$ cat config.mk
export PLATFORM = sky130hd
export DESIGN_NAME = isp_bank
export DESIGN_NICKNAME = d
export VERILOG_FILES = /design/src/include/isp_pkg.sv /design/src/core/isp_apb_slave.sv /design/src/core/isp_bank.sv
export SDC_FILE = /design/constraint.sdc
export NUM_CORES = 1
export LEC_CHECK = 0
export BUFFER_PORTS_ARGS = -buffer_cell sky130_fd_sc_hd__buf_2
export CAP_MARGIN = 30
export CORE_AREA = 2 2 88 90
export CTS_CLUSTER_DIAMETER = 120
export CTS_CLUSTER_SIZE = 20
export DETAILED_ROUTE_END_ITERATION = 8
export DIE_AREA = 0 0 90 92
export PLACE_DENSITY = 0.81
export SLEW_MARGIN = 20
export SYNTH_ARGS = -nofsm -noshare
export SYNTH_HDL_FRONTEND = slang
export SYNTH_SLANG_ARGS = --single-unit
$ cat constraint.sdc
create_clock -name clk_sys_i -period 5.6 [get_ports clk_sys_i]
set_clock_uncertainty 0.15 [all_clocks]
set_input_delay 0.56 -clock clk_sys_i [delete_from_list [all_inputs] [get_ports clk_sys_i]]
set_output_delay 0.56 -clock clk_sys_i [all_outputs]
set_load 0.005 [all_outputs]
$ cat src/include/isp_pkg.sv
// Package with offsets, reset values, carrier types and decode helpers for the bank.
package isp_pkg;

  localparam int unsigned ISP_AW          = 12;
  localparam int unsigned ISP_DW          = 32;
  localparam int unsigned ISP_NEV         = 2;
  localparam logic [11:0] ISP_OFF_FORCE   = 12'h000;
  localparam logic [11:0] ISP_OFF_CLEAR   = 12'h004;
  localparam logic [11:0] ISP_OFF_STAT    = 12'h008;
  localparam logic [11:0] ISP_OFF_MASK    = 12'h00c;
  localparam logic [31:0] ISP_VALID_BITS  = 32'hffff_ffdf;
  localparam logic [31:0] ISP_PEND_RST    = 32'h0000_0000;
  localparam logic [1:0]  ISP_EV_RST      = 2'h0;
  localparam int unsigned ISP_EV_ACCEPT   = 0;
  localparam int unsigned ISP_EV_IGNORED  = 1;

  typedef struct packed {
    logic        psel;
    logic        penable;
    logic        pwrite;
    logic [11:0] paddr;
    logic [31:0] pwdata;
  } isp_apb_req_t;

  typedef struct packed {
    logic [31:0] prdata;
    logic        pready;
    logic        pslverr;
  } isp_apb_rsp_t;

  // Returns one when the byte address selects a register of the bank.
  function automatic logic isp_mapped(input logic [11:0] addr);
    return (addr == ISP_OFF_FORCE) || (addr == ISP_OFF_CLEAR) ||
           (addr == ISP_OFF_STAT)  || (addr == ISP_OFF_MASK);
  endfunction

  // Returns one when a completed write targets the given offset.
  function automatic logic isp_wr_to(input isp_apb_req_t req, input logic ready,
                                     input logic [11:0] off);
    return req.psel && req.penable && req.pwrite && ready && (req.paddr == off);
  endfunction

endpackage

$ cat src/core/isp_apb_slave.sv
// APB slave front end that answers each transfer in its first access cycle.
`timescale 1ns/1ps
module isp_apb_slave
  import isp_pkg::*;
(
  input  wire logic                  clk_sys_i,
  input  wire logic                  reset_i,
  input  wire isp_pkg::isp_apb_req_t apb_req_i,
  input  wire logic [31:0]           rdata_i,
  output isp_pkg::isp_apb_rsp_t      apb_rsp_o
);
  import isp_pkg::*;

  isp_apb_rsp_t rsp_r;
  isp_apb_rsp_t rsp_nxt;

  // Read data, error and ready are latched together in the setup cycle and show one cycle later.
  always_comb
  begin
    rsp_nxt = '0;
    if (apb_req_i.psel && !apb_req_i.penable)
    begin
      rsp_nxt.pready  = 1'b1;
      rsp_nxt.pslverr = !isp_mapped(apb_req_i.paddr);
      rsp_nxt.prdata  = (apb_req_i.pwrite || !isp_mapped(apb_req_i.paddr)) ? 32'h0 : rdata_i;
    end
  end

  always_ff @(posedge clk_sys_i)
  begin
    if (reset_i)
      rsp_r <= '0;
    else
      rsp_r <= rsp_nxt;
  end

  assign apb_rsp_o = rsp_r;

endmodule

$ cat src/core/isp_bank.sv
// Interrupt force-pending bank for lines 0 to 31 except five, with clear bank, events and APB access.
//
// Operation
// Writing one pends the interrupt; zero ignored.
// One to pending or disabled interrupt: no effect.
// Read returns live pending state per interrupt.
// Clear-pending write one clears the pending bit.
// Bit n maps to interrupt n, except five.
// Software writes zero to reserved bit five.
//
// Our own choices: the APB register port and the register addresses.
`timescale 1ns/1ps
module isp_bank
  import isp_pkg::*;
(
  input  wire logic                  clk_sys_i,
  input  wire logic                  reset_i,
  input  wire isp_pkg::isp_apb_req_t apb_req_i,
  output isp_pkg::isp_apb_rsp_t      apb_rsp_o,
  input  wire logic [31:0]           irq_enable_i,
  input  wire logic [31:0]           irq_line_i,
  output logic [31:0]                force_pending_bit_o,
  output logic                       irq_o
);
  import isp_pkg::*;

  typedef struct packed {
    logic [31:0]        pending;
    logic [ISP_NEV-1:0] ev_stat;
    logic [ISP_NEV-1:0] ev_mask;
    logic               irq;
  } isp_state_t;

  isp_state_t  st_r;
  isp_state_t  st_nxt;
  logic [31:0] rdata_w;
  logic        wr_force_w;
  logic        wr_clear_w;
  logic        wr_stat_w;
  logic        wr_mask_w;
  logic [31:0] force_set_w;
  logic [31:0] force_void_w;
  logic [31:0] clr_w;
  logic [31:0] hw_set_w;

  isp_apb_slave u_apb
  (
    .clk_sys_i (clk_sys_i),
    .reset_i   (reset_i),
    .apb_req_i (apb_req_i),
    .rdata_i   (rdata_w),
    .apb_rsp_o (apb_rsp_o)
  );

  assign wr_force_w = isp_wr_to(apb_req_i, apb_rsp_o.pready, ISP_OFF_FORCE);
  assign wr_clear_w = isp_wr_to(apb_req_i, apb_rsp_o.pready, ISP_OFF_CLEAR);
  assign wr_stat_w  = isp_wr_to(apb_req_i, apb_rsp_o.pready, ISP_OFF_STAT);
  assign wr_mask_w  = isp_wr_to(apb_req_i, apb_rsp_o.pready, ISP_OFF_MASK);

  // Only enabled, not yet pending, existing lines can be forced.
  assign force_set_w  = wr_force_w ? (apb_req_i.pwdata & irq_enable_i & ~st_r.pending &
                                      ISP_VALID_BITS) : 32'h0;
  assign force_void_w = wr_force_w ? (apb_req_i.pwdata & ISP_VALID_BITS & ~force_set_w)
                                   : 32'h0;
  assign clr_w        = wr_clear_w ? (apb_req_i.pwdata & ISP_VALID_BITS) : 32'h0;
  assign hw_set_w     = irq_line_i & ISP_VALID_BITS;

  // Both pending banks read the live state; bit five always reads zero.
  always_comb
  begin
    rdata_w = 32'h0;
    unique case (apb_req_i.paddr)
      ISP_OFF_FORCE: rdata_w = st_r.pending & ISP_VALID_BITS;
      ISP_OFF_CLEAR: rdata_w = st_r.pending & ISP_VALID_BITS;
      ISP_OFF_STAT:  rdata_w = {{(32-ISP_NEV){1'b0}}, st_r.ev_stat};
      ISP_OFF_MASK:  rdata_w = {{(32-ISP_NEV){1'b0}}, st_r.ev_mask};
      default:       rdata_w = 32'h0;
    endcase
  end

  always_comb
  begin
    st_nxt = st_r;
    // A set in the same cycle as a clear wins.
    st_nxt.pending = ((st_r.pending & ~clr_w) | force_set_w | hw_set_w) &
                     ISP_VALID_BITS;
    if (wr_mask_w)
      st_nxt.ev_mask = apb_req_i.pwdata[ISP_NEV-1:0];
    if (wr_stat_w)
      st_nxt.ev_stat = st_r.ev_stat & ~apb_req_i.pwdata[ISP_NEV-1:0];
    if (|force_set_w)
      st_nxt.ev_stat[ISP_EV_ACCEPT] = 1'b1;
    if (|force_void_w)
      st_nxt.ev_stat[ISP_EV_IGNORED] = 1'b1;
    st_nxt.irq = |(st_nxt.ev_stat & st_nxt.ev_mask);
  end

  always_ff @(posedge clk_sys_i)
  begin
    if (reset_i)
    begin
      st_r.pending <= ISP_PEND_RST;
      st_r.ev_stat <= ISP_EV_RST;
      st_r.ev_mask <= ISP_EV_RST;
      st_r.irq     <= 1'b0;
    end
    else
      st_r <= st_nxt;
  end

  assign force_pending_bit_o = st_r.pending;
  assign irq_o               = st_r.irq;
endmodule

==> impl_metrics.toml <==
[run_status]
status = "finished, final reports clean"

[timing]
post-route-min-period_ps = 3050
setup_viol = 0
whs_ps = 266
finalCritPeriodShare = 0.545
hold_violations = 0
rsz0062_at_grt = "no"
worstMarginPinSlew_ps = 774
fin_tns_setup_ps = 0
fmax_ghz = 0.328
slew_headroom = 0.484
drv_slew = 0

[logic_synthesis]
synth_warnings = 0
synthFlopType = "dfxtp_1"
synth_cells = 454
synth_enable_flop_cells = 0
async_flop_share = 0
synth.area.top_cells = "dfxtp_1 40%, nand2_1 9.7%, buf_4 7.1%, and2_1 5.4%, nand2b_1 4.3%"
yosysTopAreaCellShare = 0.396
synth_area_leader_cell = "dfxtp_1"
synthesis.area_mm2 = 0.00349
ys_seq_elements = 69
ys_seq_area_frac = 0.396
syn_avg_cell_area_um2 = 7.68
ys_types = 43

[detailed_routing]
wire_per_inst_um = 14.7
first_pass_iters = 5
route.vias.total = 3627
antenna_left = 0
drt_iter0_drc = 137
vias_per_cell = 5.20
drc = 0
routed_wl_mm = 10.2

[setup_path]
worst_setup_path_start_kind = "primary input"
critPathLaunch = "apb_req_i[41]"
rr_startpoint = "u_apb.apb_rsp_o[1]"
timing.critical_path.buf_inv = 1
path_delay_family = "simple AND/OR/NAND/NOR gates"
path_common_cell = "or4_4"
crit_required_ps = 5640
path_cells = "buf_2 > or4_4 > or4_4 > o21ai_1 > nand4_1 > nor3_1 > and4_1 > o31ai_1"
cp_max_fo = 53
max_stage_delay_ps = 840
crit_type = "primary input to register"
worstPathArrival_ps = 3100
crit_path_top_delay_cell = "or4_4"
end_kind = "register"

[grt]
grt_pass1_vias = 3337
grt_usage = 0.238
antenna_found_initial = 0
grt_pass1_wl_mm = 15.8
grt_max_degree = 54
grt-ovfl-total = 0

[layout]
multi_input_area_mm2 = 0.00174
diodes = 0
drive_gt1_frac = 0.337
regArea_mm2 = 0.00138
final_cell_mix = "174 x buf_2, 90 x nand2_1, 69 x dfxtp_1"
num-fill-cells = 687
layout.nets = 704
final_common_cell = "buf_2"
areaGrowthSynthToFinish_pct = 25.1

[cts]
clock_latency_ps = 340
clk_pin_slew_ps = 70
postCtsHoldBufs = 0
root_buffer = "clkbuf_8"
h-tree-depth = 3
cts_tree = "yes"
cts_resized = 0
cts.path.max_buffers = 2
cts_setup_buffers = 0
numCtsBuffers = 9
cts.sinks = 69

[floorplan]
die_w_um = 90
start_util = 0.468
dieHeight_um = 92
core_mm2 = 0.00745
num_io_pins = 180
die_area_mm2 = 0.00828
rows = 32

[placed_design]
portBuffers = 174
place.gp.congestion = 0.838
detailed_place_hpwl_mm = 7.85

[power_and_ir_drop]
p_per_area_mw_per_mm2 = 245
irDropWorstVdd_mv = 0.134
power_leakage_uw = 0.00203

[hold_path]
hp-class = "primary input to register"
hold_start = "apb_req_i[45]"

[job]
maxCapViolCount = 0
cell usage after synthesis, types with 2 or more instances:
library cell,number
o21ai_1,12
nand4_1,6
nand2_1,90
nor4_1,5
buf_2,2
nand3b_1,3
or4_4,3
o22ai_1,13
dfxtp_1,69
a21oi_1,24
clkbuf_1,11
mux2i_1,4
buf_6,3
nor3_1,30
o21ai_0,16
buf_4,33
inv_1,5
nor2_1,37
nor2b_1,2
a211oi_1,11
nand2b_1,24
and2_1,30
flip-flops by register name, summed over array words and instances (netlist names):
| name | flops |
|---|---|
| force_pending_bit_o | 31 |
| irq_o | 1 |
| st_r | 4 |
| u_apb.apb_rsp_o | 33 |
layer usage:
metal	track usage	vias up	wire [um]
met3	0.0468	13	626
met5	0	-	0
li1	-	1790	-
met1	0.303	1683	4550
met4	0.0897	0	155
met2	0.402	141	4920
worst paths after layout:
kind                                          endpoint  slack, ps  cells past startpoint
worst max-delay path                           st_r[4]       2550                      8
worst min-delay path                u_apb.apb_rsp_o[1]        270                      2
worst max register to register                 st_r[4]       2860                      7
worst min register to register  force_pending_bit_o[3]        330                      2
power by group:
| group | internal (uW) | leakage [uW] | total, uW | switching, uW |
|---|---|---|---|---|
| logic | 67.0 | 0.00136 | 135 | 67.7 |
| registers | 507 | 0.000566 | 529 | 21.7 |
| clock network | 217 | 0.000102 | 407 | 190 |
cell families (layout without fill, tap and decap cells):
group	after synthesis	count (layout)	synth area share
multiplexers	4	4	0.0115
other	1	2	0.00108
AO/OA/AOI/OAI	84	84	0.142
AND/OR/NAND/NOR	240	240	0.342
flip-flops	69	69	0.396
buffers and inverters	56	197	0.107
through the flow:
step | setup slack, ps | instance area, um2 | utilization | instances | power, uW
floorplan | 2810 | 3490 | - | 455 | 615
global placement | 2220 | 4150 | 0.557 | 681 | 668
detailed placement | 2170 | 4160 | 0.559 | 682 | 674
CTS | 2530 | 4360 | 0.586 | 698 | 1080
global route | 2360 | 4360 | 0.586 | 698 | 1120
finish | 2550 | 4360 | 0.586 | 698 | 1070
layout make-up:
class | count | area share
inverter | 5 | 0.00430
clock inverter | 6 | 0.0141
multi-input combinational | 330 | 0.399
tap | 102 | 0.0293
timing repair buffer | 176 | 0.205
sequential | 69 | 0.317
clock buffer | 10 | 0.0316
worst reg2reg max path: stages, from the launching register on:
cell and delay (ps):
dfxtp_1 340, nand4_1 230, or4_4 840, o21ai_1 350
nand4_1 130, nor3_1 230, and4_1 270, o31ai_1 70
Power figures use the tool's default switching activity.
